--- config.mk ---
export PLATFORM = sky130hd
export DESIGN_NAME = pcfg_port01
export DESIGN_NICKNAME = d
export VERILOG_FILES = /design/src/shared/pcfg_pkg.sv /design/src/shared/pcfg_edge_if.sv /design/src/verilog/pcfg_sync.sv /design/src/verilog/pcfg_edge_detect.sv /design/src/verilog/pcfg_port01.sv
export SDC_FILE = /design/constraint.sdc
export NUM_CORES = 1
export LEC_CHECK = 0
export BUFFER_PORTS_ARGS = -buffer_cell sky130_fd_sc_hd__buf_4
export CAP_MARGIN = 10
export CORE_MARGIN = 2
export CORE_UTILIZATION = 50
export DETAILED_ROUTE_END_ITERATION = 7
export PLACE_DENSITY = 0.84
export SLEW_MARGIN = 20
export SYNTH_ARGS = -nofsm -noshare
export SYNTH_HDL_FRONTEND = slang
export SYNTH_SLANG_ARGS = --single-unit
--- constraint.sdc ---
create_clock -name clock_i -period 2 [get_ports clock_i]
set_clock_uncertainty 0.2 [all_clocks]
set_input_delay 0.3 -clock clock_i [delete_from_list [all_inputs] [get_ports clock_i]]
set_output_delay 0.3 -clock clock_i [all_outputs]
set_load 0.01 [all_outputs]
--- src/shared/pcfg_pkg.sv ---
// constants for the port 0 / port 1 pin configuration block
package pcfg_pkg;
	// register indices; byte address is four times the index
	localparam logic [7:0] IDX_PORT0_MODE_HIGH = 8'he0;
	localparam logic [7:0] IDX_PORT0_MODE_LOW = 8'he1;
	localparam logic [7:0] IDX_PORT0_PULLUP_ENABLE = 8'he2;
	localparam logic [7:0] IDX_PORT1_MODE_HIGH = 8'he4;
	localparam logic [7:0] IDX_PORT1_MODE_LOW = 8'he5;
	localparam logic [7:0] IDX_PORT1_PENDING_FLAGS = 8'hf7;
	localparam logic [7:0] IDX_PORT1_IRQ_MASK = 8'hf8;
	localparam logic [7:0] IDX_PORT0_DATA = 8'hd0;
	localparam logic [7:0] IDX_PORT1_DATA = 8'hd1;
	localparam int unsigned IDX_LSB = 2;
	localparam int unsigned IDX_MSB = 9;

	// reset value of every register
	localparam logic [7:0] REG_RESET = 8'h00;
	localparam logic [31:0] READ_UNMAPPED = 32'h0000_0000;

	// port 0 mode codes
	localparam logic [1:0] P0_INPUT = 2'h0;
	localparam logic [1:0] P0_OPEN_DRAIN = 2'h1;
	localparam logic [1:0] P0_ALT = 2'h2;
	localparam logic [1:0] P0_PUSH_PULL = 2'h3;

	// port 1 mode codes
	localparam logic [1:0] P1_FALL_PULLUP = 2'h0;
	localparam logic [1:0] P1_RISE = 2'h1;
	localparam logic [1:0] P1_BOTH = 2'h2;
	localparam logic [1:0] P1_PUSH_PULL = 2'h3;

	// port 0 pin positions of timer functions
	localparam int unsigned PIN_TIMER2_OUT = 7;
	localparam int unsigned PIN_TIMER2_CLK = 6;
	localparam int unsigned PIN_TIMER1_OUT = 5;
	localparam int unsigned PIN_TIMER1_CLK = 4;
	localparam int unsigned PIN_TIMER0_OUT = 3;
	localparam int unsigned PIN_TIMER0_CAP = 2;
	localparam int unsigned PIN_TIMER0_CLK = 1;
	// pins on which code 10 selects a timer output
	localparam logic [7:0] P0_ALT_PINS = 8'ha8;

	localparam int unsigned PORT_PINS = 8;
	localparam int unsigned SYNC_STAGES = 2;

	// bus answer sequencer
	typedef enum logic [0:0] {
		BUS_IDLE = 1'b0,
		BUS_ACK = 1'b1
	} pcfg_bus_state_type;
endpackage : pcfg_pkg

--- src/shared/pcfg_edge_if.sv ---
// per-pin link between the top and an edge detector
`timescale 1ns/1ps
interface pcfg_edge_if;
	logic [1:0] mode;
	logic level;
	logic edge_event;
	modport detector (input mode, input level, output edge_event);
	modport owner (output mode, output level, input edge_event);
endinterface : pcfg_edge_if

--- src/verilog/pcfg_sync.sv ---
// two flip-flop synchroniser for pin inputs
`timescale 1ns/1ps
module pcfg_sync #(
	parameter int unsigned WIDTH = 16
) (
	input wire logic clock_i,
	input wire logic arst_n_i,
	input wire logic ce_i,
	input wire logic [WIDTH-1:0] async_i,
	output logic [WIDTH-1:0] sync_o
);
	typedef struct packed {
		logic [WIDTH-1:0] stage1;
		logic [WIDTH-1:0] stage2;
	} pcfg_sync_state_type;

	pcfg_sync_state_type state;
	pcfg_sync_state_type next_state;

	if (WIDTH < 1) begin : g_bad_width
		$error("pcfg_sync: WIDTH must be at least 1");
	end

	// first stage feeds only the second
	always_comb begin
		next_state.stage1 = async_i;
		next_state.stage2 = state.stage1;
	end

	always_ff @(posedge clock_i or negedge arst_n_i) begin
		if (!arst_n_i) begin
			state <= '0;
		end else if (ce_i) begin
			state <= next_state;
		end
	end

	assign sync_o = state.stage2;
endmodule : pcfg_sync

--- src/verilog/pcfg_edge_detect.sv ---
// edge detector for one port 1 pin
`timescale 1ns/1ps
module pcfg_edge_detect (
	input wire logic clock_i,
	input wire logic arst_n_i,
	input wire logic ce_i,
	pcfg_edge_if.detector pin
);
	// edges after reset until the synchroniser and prev hold real pin levels
	localparam logic [1:0] SETTLE_DONE = 2'(pcfg_pkg::SYNC_STAGES + 1);

	typedef struct packed {
		logic prev;
		logic [1:0] settle;
	} pcfg_edge_state_type;

	pcfg_edge_state_type state;
	pcfg_edge_state_type next_state;
	logic rise;
	logic fall;
	logic primed;

	if (pcfg_pkg::SYNC_STAGES + 1 > 3) begin : g_bad_settle
		$error("pcfg_edge_detect: settle counter too narrow for SYNC_STAGES");
	end

	// no false edge while reset zeros drain out of the synchroniser
	assign primed = (state.settle == SETTLE_DONE);

	// compare with previous sample
	always_comb begin
		next_state.prev = pin.level;
		next_state.settle = primed ? state.settle : state.settle + 2'h1;
		rise = primed && pin.level && !state.prev;
		fall = primed && !pin.level && state.prev;
	end

	// select edge by mode; output mode detects nothing
	always_comb begin
		case (pin.mode)
			pcfg_pkg::P1_FALL_PULLUP: pin.edge_event = ce_i && fall;
			pcfg_pkg::P1_RISE: pin.edge_event = ce_i && rise;
			pcfg_pkg::P1_BOTH: pin.edge_event = ce_i && (rise || fall);
			pcfg_pkg::P1_PUSH_PULL: pin.edge_event = 1'b0;
			default: pin.edge_event = 1'b0;
		endcase
	end

	always_ff @(posedge clock_i or negedge arst_n_i) begin
		if (!arst_n_i) begin
			state <= '0;
		end else if (ce_i) begin
			state <= next_state;
		end
	end
endmodule : pcfg_edge_detect

--- src/verilog/pcfg_port01.sv ---
// port 0 / port 1 pin configuration, pending flags and register slave
`timescale 1ns/1ps
module pcfg_port01 #(
	parameter int unsigned ADDR_W = 10
) (
	input wire logic clock_i,
	input wire logic arst_n_i,
	input wire logic ce_i,
	// avalon-mm slave
	input wire logic [ADDR_W-1:0] avs_address_i,
	input wire logic avs_read_i,
	input wire logic avs_write_i,
	input wire logic [31:0] avs_writedata_i,
	input wire logic [3:0] avs_byteenable_i,
	output logic [31:0] avs_readdata_o,
	output logic avs_waitrequest_o,
	// port 0 pins
	input wire logic [7:0] port0_pin_i,
	output logic [7:0] port0_pin_o,
	output logic [7:0] port0_pin_oe_o,
	output logic [7:0] port0_pullup_o,
	// port 1 pins
	input wire logic [7:0] port1_pin_i,
	output logic [7:0] port1_pin_o,
	output logic [7:0] port1_pin_oe_o,
	output logic [7:0] port1_pullup_o,
	// timer connections
	input wire logic timer2_output_i,
	input wire logic timer1_output_i,
	input wire logic timer0_output_i,
	input wire logic timer0_pwm_output_i,
	input wire logic timer0_pwm_select_i,
	output logic timer2_ext_clock_o,
	output logic timer1_ext_clock_o,
	output logic timer0_capture_input_o,
	output logic timer0_ext_clock_o,
	// interrupt side
	output logic [7:0] ext_irq_line_o,
	output logic irq_o
);
	typedef struct packed {
		pcfg_pkg::pcfg_bus_state_type bus;
		logic [31:0] readdata;
		logic [7:0] port0_mode_high;
		logic [7:0] port0_mode_low;
		logic [7:0] port0_pullup_enable;
		logic [7:0] port1_mode_high;
		logic [7:0] port1_mode_low;
		logic [7:0] port1_pending_flags;
		logic [7:0] port1_irq_mask;
		logic [7:0] port0_data;
		logic [7:0] port1_data;
	} pcfg_top_state_type;

	pcfg_top_state_type state;
	pcfg_top_state_type next_state;

	logic [15:0] pins_sync;
	logic [7:0] port0_level;
	logic [7:0] port1_level;
	logic [15:0] port0_modes;
	logic [15:0] port1_modes;
	logic [7:0] edge_events;
	logic [7:0] index;
	logic aligned;
	logic request;
	logic write_lane;
	logic [7:0] wbyte;
	logic [7:0] read_byte;
	logic [7:0] pending_clear;
	logic [7:0] alt_value;
	logic timer0_drive;

	if (ADDR_W < pcfg_pkg::IDX_MSB + 1) begin : g_bad_addr
		$error("pcfg_port01: ADDR_W too small for the register map");
	end

	// pin inputs cross into the clock domain
	pcfg_sync #(
		.WIDTH(16)
	) u_sync (
		.clock_i(clock_i),
		.arst_n_i(arst_n_i),
		.ce_i(ce_i),
		.async_i({port1_pin_i, port0_pin_i}),
		.sync_o(pins_sync)
	);

	assign port0_level = pins_sync[7:0];
	assign port1_level = pins_sync[15:8];
	// pin n mode sits at bits 2n+1:2n, high register holds pins 7..4
	assign port0_modes = {state.port0_mode_high, state.port0_mode_low};
	assign port1_modes = {state.port1_mode_high, state.port1_mode_low};

	// one edge detector per port 1 pin
	pcfg_edge_if edge_link[pcfg_pkg::PORT_PINS] ();
	for (genvar g = 0; g < pcfg_pkg::PORT_PINS; g++) begin : g_edge
		assign edge_link[g].mode = port1_modes[2*g+1:2*g];
		assign edge_link[g].level = port1_level[g];
		assign edge_events[g] = edge_link[g].edge_event;
		pcfg_edge_detect u_edge (
			.clock_i(clock_i),
			.arst_n_i(arst_n_i),
			.ce_i(ce_i),
			.pin(edge_link[g])
		);
	end

	// bus decode
	assign index = avs_address_i[pcfg_pkg::IDX_MSB:pcfg_pkg::IDX_LSB];
	assign aligned = (avs_address_i[1:0] == 2'h0);
	assign request = avs_read_i || avs_write_i;
	assign write_lane = avs_write_i && avs_byteenable_i[0] && aligned;
	assign wbyte = avs_writedata_i[7:0];

	// read multiplexer, data registers show pin levels
	always_comb begin
		read_byte = 8'h00;
		if (aligned) begin
			case (index)
				pcfg_pkg::IDX_PORT0_MODE_HIGH: read_byte = state.port0_mode_high;
				pcfg_pkg::IDX_PORT0_MODE_LOW: read_byte = state.port0_mode_low;
				pcfg_pkg::IDX_PORT0_PULLUP_ENABLE: read_byte = state.port0_pullup_enable;
				pcfg_pkg::IDX_PORT1_MODE_HIGH: read_byte = state.port1_mode_high;
				pcfg_pkg::IDX_PORT1_MODE_LOW: read_byte = state.port1_mode_low;
				pcfg_pkg::IDX_PORT1_PENDING_FLAGS: read_byte = state.port1_pending_flags;
				pcfg_pkg::IDX_PORT1_IRQ_MASK: read_byte = state.port1_irq_mask;
				pcfg_pkg::IDX_PORT0_DATA: read_byte = port0_level;
				pcfg_pkg::IDX_PORT1_DATA: read_byte = port1_level;
				default: read_byte = 8'h00;
			endcase
		end
	end

	// writing zero to a pending bit clears it
	always_comb begin
		pending_clear = 8'h00;
		if (state.bus == pcfg_pkg::BUS_ACK && write_lane &&
			index == pcfg_pkg::IDX_PORT1_PENDING_FLAGS) begin
			pending_clear = ~wbyte;
		end
	end

	// register file and bus sequencer
	always_comb begin
		next_state = state;
		// a new edge wins over a clear in the same cycle
		next_state.port1_pending_flags =
			(state.port1_pending_flags & ~pending_clear) | edge_events;
		case (state.bus)
			pcfg_pkg::BUS_IDLE: begin
				if (request) begin
					next_state.bus = pcfg_pkg::BUS_ACK;
					next_state.readdata = avs_read_i ? {24'h000000, read_byte} :
						pcfg_pkg::READ_UNMAPPED;
				end
			end
			pcfg_pkg::BUS_ACK: begin
				next_state.bus = pcfg_pkg::BUS_IDLE;
				if (write_lane) begin
					case (index)
						pcfg_pkg::IDX_PORT0_MODE_HIGH: next_state.port0_mode_high = wbyte;
						pcfg_pkg::IDX_PORT0_MODE_LOW: next_state.port0_mode_low = wbyte;
						pcfg_pkg::IDX_PORT0_PULLUP_ENABLE: begin
							next_state.port0_pullup_enable = wbyte;
						end
						pcfg_pkg::IDX_PORT1_MODE_HIGH: next_state.port1_mode_high = wbyte;
						pcfg_pkg::IDX_PORT1_MODE_LOW: next_state.port1_mode_low = wbyte;
						pcfg_pkg::IDX_PORT1_IRQ_MASK: next_state.port1_irq_mask = wbyte;
						pcfg_pkg::IDX_PORT0_DATA: next_state.port0_data = wbyte;
						pcfg_pkg::IDX_PORT1_DATA: next_state.port1_data = wbyte;
						default: next_state.port0_data = state.port0_data;
					endcase
				end
			end
			default: next_state.bus = pcfg_pkg::BUS_IDLE;
		endcase
	end

	// all registers clear on reset
	always_ff @(posedge clock_i or negedge arst_n_i) begin
		if (!arst_n_i) begin
			state.bus <= pcfg_pkg::BUS_IDLE;
			state.readdata <= pcfg_pkg::READ_UNMAPPED;
			state.port0_mode_high <= pcfg_pkg::REG_RESET;
			state.port0_mode_low <= pcfg_pkg::REG_RESET;
			state.port0_pullup_enable <= pcfg_pkg::REG_RESET;
			state.port1_mode_high <= pcfg_pkg::REG_RESET;
			state.port1_mode_low <= pcfg_pkg::REG_RESET;
			state.port1_pending_flags <= pcfg_pkg::REG_RESET;
			state.port1_irq_mask <= pcfg_pkg::REG_RESET;
			state.port0_data <= pcfg_pkg::REG_RESET;
			state.port1_data <= pcfg_pkg::REG_RESET;
		end else if (ce_i) begin
			state <= next_state;
		end
	end

	// one wait state; no answer while the clock enable freezes the registers
	assign avs_waitrequest_o = !(ce_i && request && state.bus == pcfg_pkg::BUS_ACK);
	assign avs_readdata_o = state.readdata;

	// timer outputs routed to port 0 alternate pins
	assign timer0_drive = timer0_pwm_select_i ? timer0_pwm_output_i : timer0_output_i;
	always_comb begin
		alt_value = 8'h00;
		alt_value[pcfg_pkg::PIN_TIMER2_OUT] = timer2_output_i;
		alt_value[pcfg_pkg::PIN_TIMER1_OUT] = timer1_output_i;
		alt_value[pcfg_pkg::PIN_TIMER0_OUT] = timer0_drive;
	end

	// port 0 drivers per mode
	always_comb begin
		for (int i = 0; i < 8; i++) begin
			case (port0_modes[2*i +: 2])
				pcfg_pkg::P0_OPEN_DRAIN: begin
					port0_pin_o[i] = 1'b0;
					port0_pin_oe_o[i] = !state.port0_data[i];
				end
				pcfg_pkg::P0_PUSH_PULL: begin
					port0_pin_o[i] = state.port0_data[i];
					port0_pin_oe_o[i] = 1'b1;
				end
				pcfg_pkg::P0_ALT: begin
					// code 10 on a pin with no timer output leaves it an input
					port0_pin_o[i] = alt_value[i] && pcfg_pkg::P0_ALT_PINS[i];
					port0_pin_oe_o[i] = pcfg_pkg::P0_ALT_PINS[i];
				end
				default: begin
					port0_pin_o[i] = 1'b0;
					port0_pin_oe_o[i] = 1'b0;
				end
			endcase
		end
	end

	// timer inputs pass only in input mode
	always_comb begin
		timer2_ext_clock_o = (port0_modes[2*pcfg_pkg::PIN_TIMER2_CLK +: 2] == pcfg_pkg::P0_INPUT) &&
			port0_level[pcfg_pkg::PIN_TIMER2_CLK];
		timer1_ext_clock_o = (port0_modes[2*pcfg_pkg::PIN_TIMER1_CLK +: 2] == pcfg_pkg::P0_INPUT) &&
			port0_level[pcfg_pkg::PIN_TIMER1_CLK];
		timer0_capture_input_o =
			(port0_modes[2*pcfg_pkg::PIN_TIMER0_CAP +: 2] == pcfg_pkg::P0_INPUT) &&
			port0_level[pcfg_pkg::PIN_TIMER0_CAP];
		timer0_ext_clock_o = (port0_modes[2*pcfg_pkg::PIN_TIMER0_CLK +: 2] == pcfg_pkg::P0_INPUT) &&
			port0_level[pcfg_pkg::PIN_TIMER0_CLK];
	end

	// pull-up bit n to pin n
	assign port0_pullup_o = state.port0_pullup_enable;

	// port 1 drivers and pull-ups
	always_comb begin
		for (int i = 0; i < 8; i++) begin
			port1_pin_oe_o[i] = (port1_modes[2*i +: 2] == pcfg_pkg::P1_PUSH_PULL);
			port1_pin_o[i] = port1_pin_oe_o[i] && state.port1_data[i];
			port1_pullup_o[i] = (port1_modes[2*i +: 2] == pcfg_pkg::P1_FALL_PULLUP);
		end
	end

	// each pending flag is its own irq line; mask gates the summary
	assign ext_irq_line_o = state.port1_pending_flags;
	assign irq_o = |(state.port1_pending_flags & state.port1_irq_mask);
endmodule : pcfg_port01

Word-level counts from Yosys, hierarchy flattened --
Index checks and enable logic that the tools add are counted.
Word-level totals: logic and storage cells 284, bits in writable memories 0, memories kept 0, input bits 72, ROM bits 0, latch bits 0, register bits after elaboration 161, output and inout bits 94
Cells by class: bitwise operators 14, multiply operators 0, muxes and demuxes 31, equality and inequality tests 60, shift operators 0, $add $sub $neg 8, order comparisons 0, div/mod/pow operators 0, reduce and logical (&&, ||, !) cells 142
Operators by type and width (number):
- logical AND 1 bit | 74
- == test 8 bit (second input constant) | 9
- case mux 8 bit (9 select lines) | 1
- == test 2 bit (second input constant) | 35
- two-way mux 33 bit | 1
- == test 2 x 1 -> 1 bit (second input constant) | 16
- case mux 1 bit (4 select lines) | 8
- AND reduction 4 bit | 8
- logical NOT 2 bit | 13
- logical NOT 1 bit | 25
- two-way mux 8 bit | 3
- case mux 1 bit (2 select lines) | 12
- adder 2 x 1 -> 2 bit (second input constant) | 8
- bitwise AND 8 bit | 2
- NOT 8 bit | 2
- AND reduction 2 bit | 8
- logical OR 1 bit | 9
- NOT 1 bit | 9
- bitwise OR 8 bit | 1
- OR reduction 8 bit | 1
- two-way mux 1 bit | 6
- OR reduction 2 bit | 3
- AND reduction 3 bit | 1

Longest topological paths before layout --
Gate-level depths: netlist of the first run.
depth after elaboration 8, mapped depth 8

Cells and area by module --
A second synthesis of the first run with hierarchy kept.
Unflattened totals: cells, all modules 626, area total of the unflattened synthesis 7702.4 um2
Modules (own cells, without submodules):
- pcfg_port01 | times used 1, area each 4595.7 um2, cells an instance 406
- pcfg_edge_detect | times used 8, area each 220.2 um2, cells an instance 19
- pcfg_sync | times used 1, area each 1345.0 um2, cells an instance 68

Worst setup path before layout of the first run --
Ideal clock, no wire load.
path type input port to flip-flop, start input port avs_address_i[3], end register state[16] (netlist name), arrival 1.865 ns, buffers on the path 1, library setup time 0.125 ns, data required time 1.675 ns, slack -0.190 ns, cell stages on the path 4, path through clkbuf_1 > nor4b_2 > nor3b_4 > mux2_2
Between the ends: word-level cells in the longest chain between the ends 2
RTL lines:
- start, declared | RTL line pcfg_port01.sv:10 | input wire logic [ADDR_W-1:0] avs_address_i,
- == test 8 bit | RTL line pcfg_port01.sv:161 | case (index)
- AND reduction 4 bit (no source line)
- end signal, assigned | RTL line pcfg_port01.sv:195 | state <= next_state;
- end, declared | RTL line pcfg_port01.sv:55 | pcfg_top_state_type state;
No other way between the ends. A chain may end at the register's enable or synchronous reset.

Final worst setup path of the first run --
start register state[104] (netlist name), end register state[16] (netlist name)
Between the ends: word-level cells in the longest chain between the ends 1
RTL lines:
- AND reduction 4 bit (no source line)
No other way between the ends.

==> results of run 1 <==
per-stage QoR:
step,util [%],cell area (um2),total power [uW]
6_report,66.7,9690,7920
5_1_grt,66.7,9690,8240
4_1_cts,66.2,9630,7950
3_3_place_gp,60.1,8730,4510
2_1_floorplan,-,7610,4130
3_5_place_dp,60.1,8730,4600
sequential cells by signal, indices dropped and copies added, names as in the netlist:
| register | cells |
|---|---|
| port0_pullup_o | 8 |
| u_sync.next_state | 16 |
| ext_irq_line_o | 8 |
| port0_modes | 16 |
| avs_readdata_o | 8 |
| state | 25 |
| g_edge.u_edge.state | 24 |
| u_sync.sync_o | 16 |
| edge_link.mode | 16 |
worst max-delay path by stage:
stage / startpoint / to / slack (ns) / cells past startpoint
after floorplan: state[104]$_DFFE_PN0P_ / state[16]$_DFFE_PN0P_ / -0.17 / 5
after global placement: ce_i / port0_pullup_o[2]$_DFFE_PN0P_ / -0.22 / 7
after detailed placement: ce_i / port0_pullup_o[7]$_DFFE_PN0P_ / -0.25 / 7
after CTS: state[104]$_DFFE_PN0P_ / port0_pullup_o[6]$_DFFE_PN0P_ / -0.14 / 6
after global routing: state[104]$_DFFE_PN0P_ / port0_modes[2]$_DFFE_PN0P_ / -0.15 / 6
final: state[104]$_DFFE_PN0P_ / state[16]$_DFFE_PN0P_ / -0.10 / 6
what timing repair did:
item | CTS | global route
resized for setup | 14 | 24
pin swaps | 0 | 2
hold buffers | 19 | 0
endpoints found under the hold margin | 158 | 0
endpoints found under the setup margin | 43 | 63
setup buffers | 3 | 2
cell type report:
type	count	area share (%)
clock buffers	20	4.71
clock inverters	12	1.78
inverters	41	1.59
multi-input cells	436	37.4
flip-flops and latches	137	35.4
well taps	184	2.37
repair buffers	197	16.8
cell families after synthesis:
family | Yosys count
flip-flops | 137
AND/OR/NAND/NOR | 137
AO/OA/AOI/OAI | 127
buffers and inverters | 116
multiplexers | 100
adder cells (fa/ha/maj) | 40
XOR/XNOR | 8
other | 1
worst max-delay path, cell delays in order, from the launching register on:
cell and delay, ns:
dfrtp_1 0.37, nand2_2 0.06, or4_4 0.50, buf_12 0.17, nor3b_4 0.22, buf_12 0.17
mux2_4 0.30
where the power goes:
group	total, uW	switching [uW]	internal [uW]
combinational	1230	580	647
sequential	3380	283	3100
clock	3300	1160	2140
routing by layer:
layer  GRT usage (%)  up-vias
met5               0        -
met4            8.92        0
met3            5.73       35
met2            40.2      276
met1            35.2     2867
li1                -     2632
cell usage in the layout, fill, tap and decap left out, drive strengths merged, types with 5 or more instances in the layout:
master	count
mux2	92
and3	6
nand2b	6
a211oi	8
a21boi	6
o2111ai	5
clkinv	6
dlygate4sd3	19
dfrtp	137
nand3	7
nand4b	10
nor3b	6
nand2	45
inv	41
buf	178
o21ai	55
a31oi	6
nor2b	7
and2	9
xnor2	6
nor4	5
nor3	5
a22oi	17
nor2	12
clkbuf	20
conb	24
mux2i	8
ha	40
==> metrics.txt, run 1 <==
Synth Area in Adders 6.74%; wirelength, routed 19.7 mm; vias in the first global route 5,701; via count 5,810; Yosys reg bits 137; worst-case reg-to-reg path depth 6; first-pass GRT wire length 31.2 mm; final hold vios 0; slew at the pin closest to its max-slew limit 0.867 ns; largest family of logic cells by synthesized area multiplexers; core area 14,500 um2; Tot GR Track Use 25.5%; Met2 Wirelength 9.43 mm; synthesized area 7430 um2; peak supply drop 717 uV; number of antenna violations at the first check in global routing 0; Multi-input gate area 3630 um2; worst skew pair latency 0.42 ns; maximum buffer depth of the clock tree 2; simple logic cell fraction of the synthesized area 11.4%; failing checks DRC, setup timing; pre-CTS WS -0.246 ns; Pleak 0.00462 uW; WL/cell 19.2 um; worst r2r src state[104]$_DFFE_PN0P_; DIE HEIGHT 126 um; Port Buffers 114; final worst path period share 105%; layout cell share with drive strength beyond 1 38.3%; Max-slew headroom 41.6%; Worst Path Required 2.11 ns; hold crit path type in2reg; DR iter-0 viols 537; Syn. warnings 0; number of fill cells in the layout 1,059; Synth top area share 46.2%; DR DRC count 3; Commonest cells post-synth dfrtp_1, mux2_2, o21ai_0; Setup crit end kind register; routability congestion estimate from global placement 0.911; Synth area leaders dfrtp_1, mux2_2, ha_1; startpoint types register; sequential area share after synthesis 46.2%; CTS root buffer clkbuf_16; CTS buffer count 17; DR top layer met4; setup TNS -3.17 ns; grt total ovfl 0; Via density 5.66; hold depth 3; Final Instance Count excl. Fillers 1,027; Critical Path AT 2.21 ns; critical path peak fanout 8; ant diodes 0; Avg Synthesized Cell Area 11.2 um2; EDFF count, synth 0; die footprint 15,800 um2; post-synthesis mux area share 15.0%; post-synthesis xor/xnor area fraction 0.943%; leading register cell type out of synthesis dfrtp_1; WL met3 1.53 mm; cell with the most instances after synthesis dfrtp_1; DR pass1 iterations 8; critical path class reg2reg; Max Cap Viol 0; Synth cell types 59; HPWL Detailed 13.9 mm; Fmax achieved 0.476 GHz; final layout net count 942; area grow syn2layout 30.5%; hold_sp avs_writedata_i[3]; Routed Antenna Nets 0; WL met1 8.39 mm; Die Width 126 um; Final WS setup -0.102 ns; Cell Rows 44; Hold Slack 0.00314 ns; area leader, netlist dfrtp_1; unrepaired setup endpoints after global routing true; CTS sink count 137; status complete, but fails checks; Hold Crit Endpoint port0_modes[3]$_DFFE_PN0P_; final setup fails 44; pin count of the biggest net entering global routing 58; ys async rst share 100%; CTS tree built; htree depth 4; I/O pins 166; register area 3430 um2; Initial Util 51.1%; Reg clk slew, reported paths 0.06 ns; worst flop-to-flop path endpoint state[16]$_DFFE_PN0P_; max-slew violations 0; dpl cells 971; pwr/cell area 816 nW/um2; Syn Inst Count 666; clock period minus final worst setup slack 2.10 ns; R2R setup slack -0.10 ns; Compound-Gate Fraction of Synth Area 11.3%
(Power assumes the default switching activity.)
==> run 2: changes to the inputs <==
MAX_ROUTING_LAYER = met4   (was not set)
PLACE_DENSITY = 0.83   (was 0.84)
SYNTH_HIERARCHICAL = 1   (was not set)
==> metrics.txt, run 2 <==
final core occ 63.5%; Hold Slack 0.0173 ns; ant diodes 0; number of antenna violations at the first check in global routing 0; first-pass GRT wire length 29.2 mm; vias in the first global route 5,323; Cell Rows 45; Setup crit end kind output pin; worst skew pair latency 0.42 ns; die footprint 16,400 um2; Via density 5.61; Commonest cells post-synth dfrtp_1, mux2_2, buf_4; startpoint types register; Biggest register state; final hold vios 0; CTS tree built; biggest regs state: 25 flops, g_edge.u_edge/state: 24 flops; routability congestion estimate from global placement 0.963; commonest non-fill, non-tap cells in the layout buf_4, dfrtp_1, mux2_2, mux2_4, ha_1; final worst path period share 102%; CTS sink count 137; area leader, netlist dfrtp_1; CTS buffer count 17; failing checks setup timing; HPWL Detailed 13.2 mm; Cell Area, Placed 8710 um2; worst r2r src state[104]$_DFFE_PN0P_; Synth top area share 44.5%; Syn. warnings 6; Initial Util 50.9%; leading register cell type out of synthesis dfrtp_1; final setup fails 1; most common cell after layout, fill and taps aside buf_4; Pleak 0.00476 uW; CTS root buffer clkbuf_16; peak supply drop 561 uV; pwr/cell area 891 nW/um2; area grow syn2layout 24.8%; critical path peak fanout 4; cell with the most instances after synthesis dfrtp_1; grt total ovfl 0; Routed Antenna Nets 0; slew at the pin closest to its max-slew limit 0.711 ns; clock period minus final worst setup slack 2.04 ns; maximum buffer depth of the clock tree 2; Synth cell types 55; Port Buffers 114; max-slew violations 0; sequential area share after synthesis 44.5%; DR DRC count 0; Worst Path Required 1.50 ns; WL/cell 19.3 um; hold depth 2; core area 15,100 um2; max reg flops 25; layout cell share with drive strength beyond 1 41.6%; critical path class reg2out; final layout net count 876; I/O pins 166; Fmax achieved 0.491 GHz; DIE HEIGHT 128 um; Syn Inst Count 626; wirelength, routed 18.7 mm; hold_sp avs_writedata_i[6]; Reg clk slew, reported paths 0.06 ns; Synth area leaders dfrtp_1, mux2_2, mux2_4; ys async rst share 100%; via count 5,452; Yosys reg bits 137; Critical Path AT 1.54 ns; crit path from ext_irq_line_o[6]$_DFFE_PN0P_; status complete, but fails checks; EDFF count, synth 0; Avg Synthesized Cell Area 12.3 um2; Final Cell Area 9610 um2; synthesized area 7700 um2; Die Width 128 um; worst-case reg-to-reg path depth 6; pin count of the biggest net entering global routing 54; DR pass1 iterations 5; DR iter-0 viols 341; unrepaired setup endpoints after global routing true; htree depth 4; Final WS setup -0.0356 ns; Max-slew headroom 52.3%; pre-CTS WS -0.0852 ns; Max Cap Viol 0; Tot GR Track Use 24.4%; hold crit path type in2reg
## run 2: cell types whose count changed in the layout (fill, tap and decap cells not counted), moves of 9 or more
cell,delta
mux2_2,+13
mux2i_1,+10
o21ai_0,-36
buf_4,-28
nand3b_1,+9
nor2_1,+9
inv_1,-17
nand2_1,-16
a22o_1,+14
## run 2: cell type report
cell class                 instances  area (um2)
sequential                       137        3430
clock buffer                      21         480
multi-input combinational        423        3800
tap                              188         235
inverter                          24        90.1
clock inverter                    10         165
fill                            1124        5530
timing repair buffer             169        1410
## run 2: metal layers
metal	wire [um]	GRT usage, %	up-vias
met2	9230	38.4	221
met1	7920	31.1	2728
met5	0	-	-
li1	-	-	2468
met3	1110	5.43	35
met4	473	8.86	0
## run 2: worst max-delay path: stages (launching register included)
cell	delay (ns)
dfrtp_1	0.46
a22oi_1	0.22
nand4_1	0.22
buf_4	0.21
## run 2: logic make-up after synthesis
group | Yosys count | share of synthesized area [%]
buf+inv | 89 | 7.63
xor+xnor | 8 | 0.910
mux | 139 | 21.9
fa+ha+maj | 32 | 5.20
compound gates | 88 | 8.41
simple gates | 132 | 11.4
flops | 137 | 44.5
other cells | 1 | 0.0487
## run 2: timing repair
action                                  in CTS  in global routing
hold endpoints to repair                   151                  0
endpoints found under the setup margin       1                 17
pin swaps                                    1                  3
hold buffers                                21                  0
setup buffers                                0                  3
resized for setup                            2                  3
## run 2: per-stage QoR
step / power (uW) / std cells / setup TNS [ns]
final: 8560 / 972 / -0.0356
after global routing: 8940 / 972 / -0.0871
after CTS: 8570 / 969 / 0
after detailed placement: 5120 / 917 / -0.841
after global placement: 5040 / 917 / -0.647
after floorplan: 4630 / 649 / 0
## run 2: worst paths after layout
kind | to | slack, ns
min in group asynchronous | port0_modes[12]$_DFFE_PN0P_ | 0.15
worst max-delay path | irq_o | -0.04
worst max register to register | state[21]$_DFFE_PN0P_ | 0.07
max in group asynchronous | port0_modes[1]$_DFFE_PN0P_ | 0.78
worst min register to register | g_edge[4].u_edge/state[0]$_DFFE_PN0P_ | 0.27
worst min-delay path | edge_link[7].mode[0]$_DFFE_PN0P_ | 0.02
## run 2: where the power goes
part | switching, uW | internal (uW) | leakage, uW
combinational | 719 | 906 | 0.00269
sequential | 377 | 3160 | 0.00177
clock | 1190 | 2210 | 0.000308
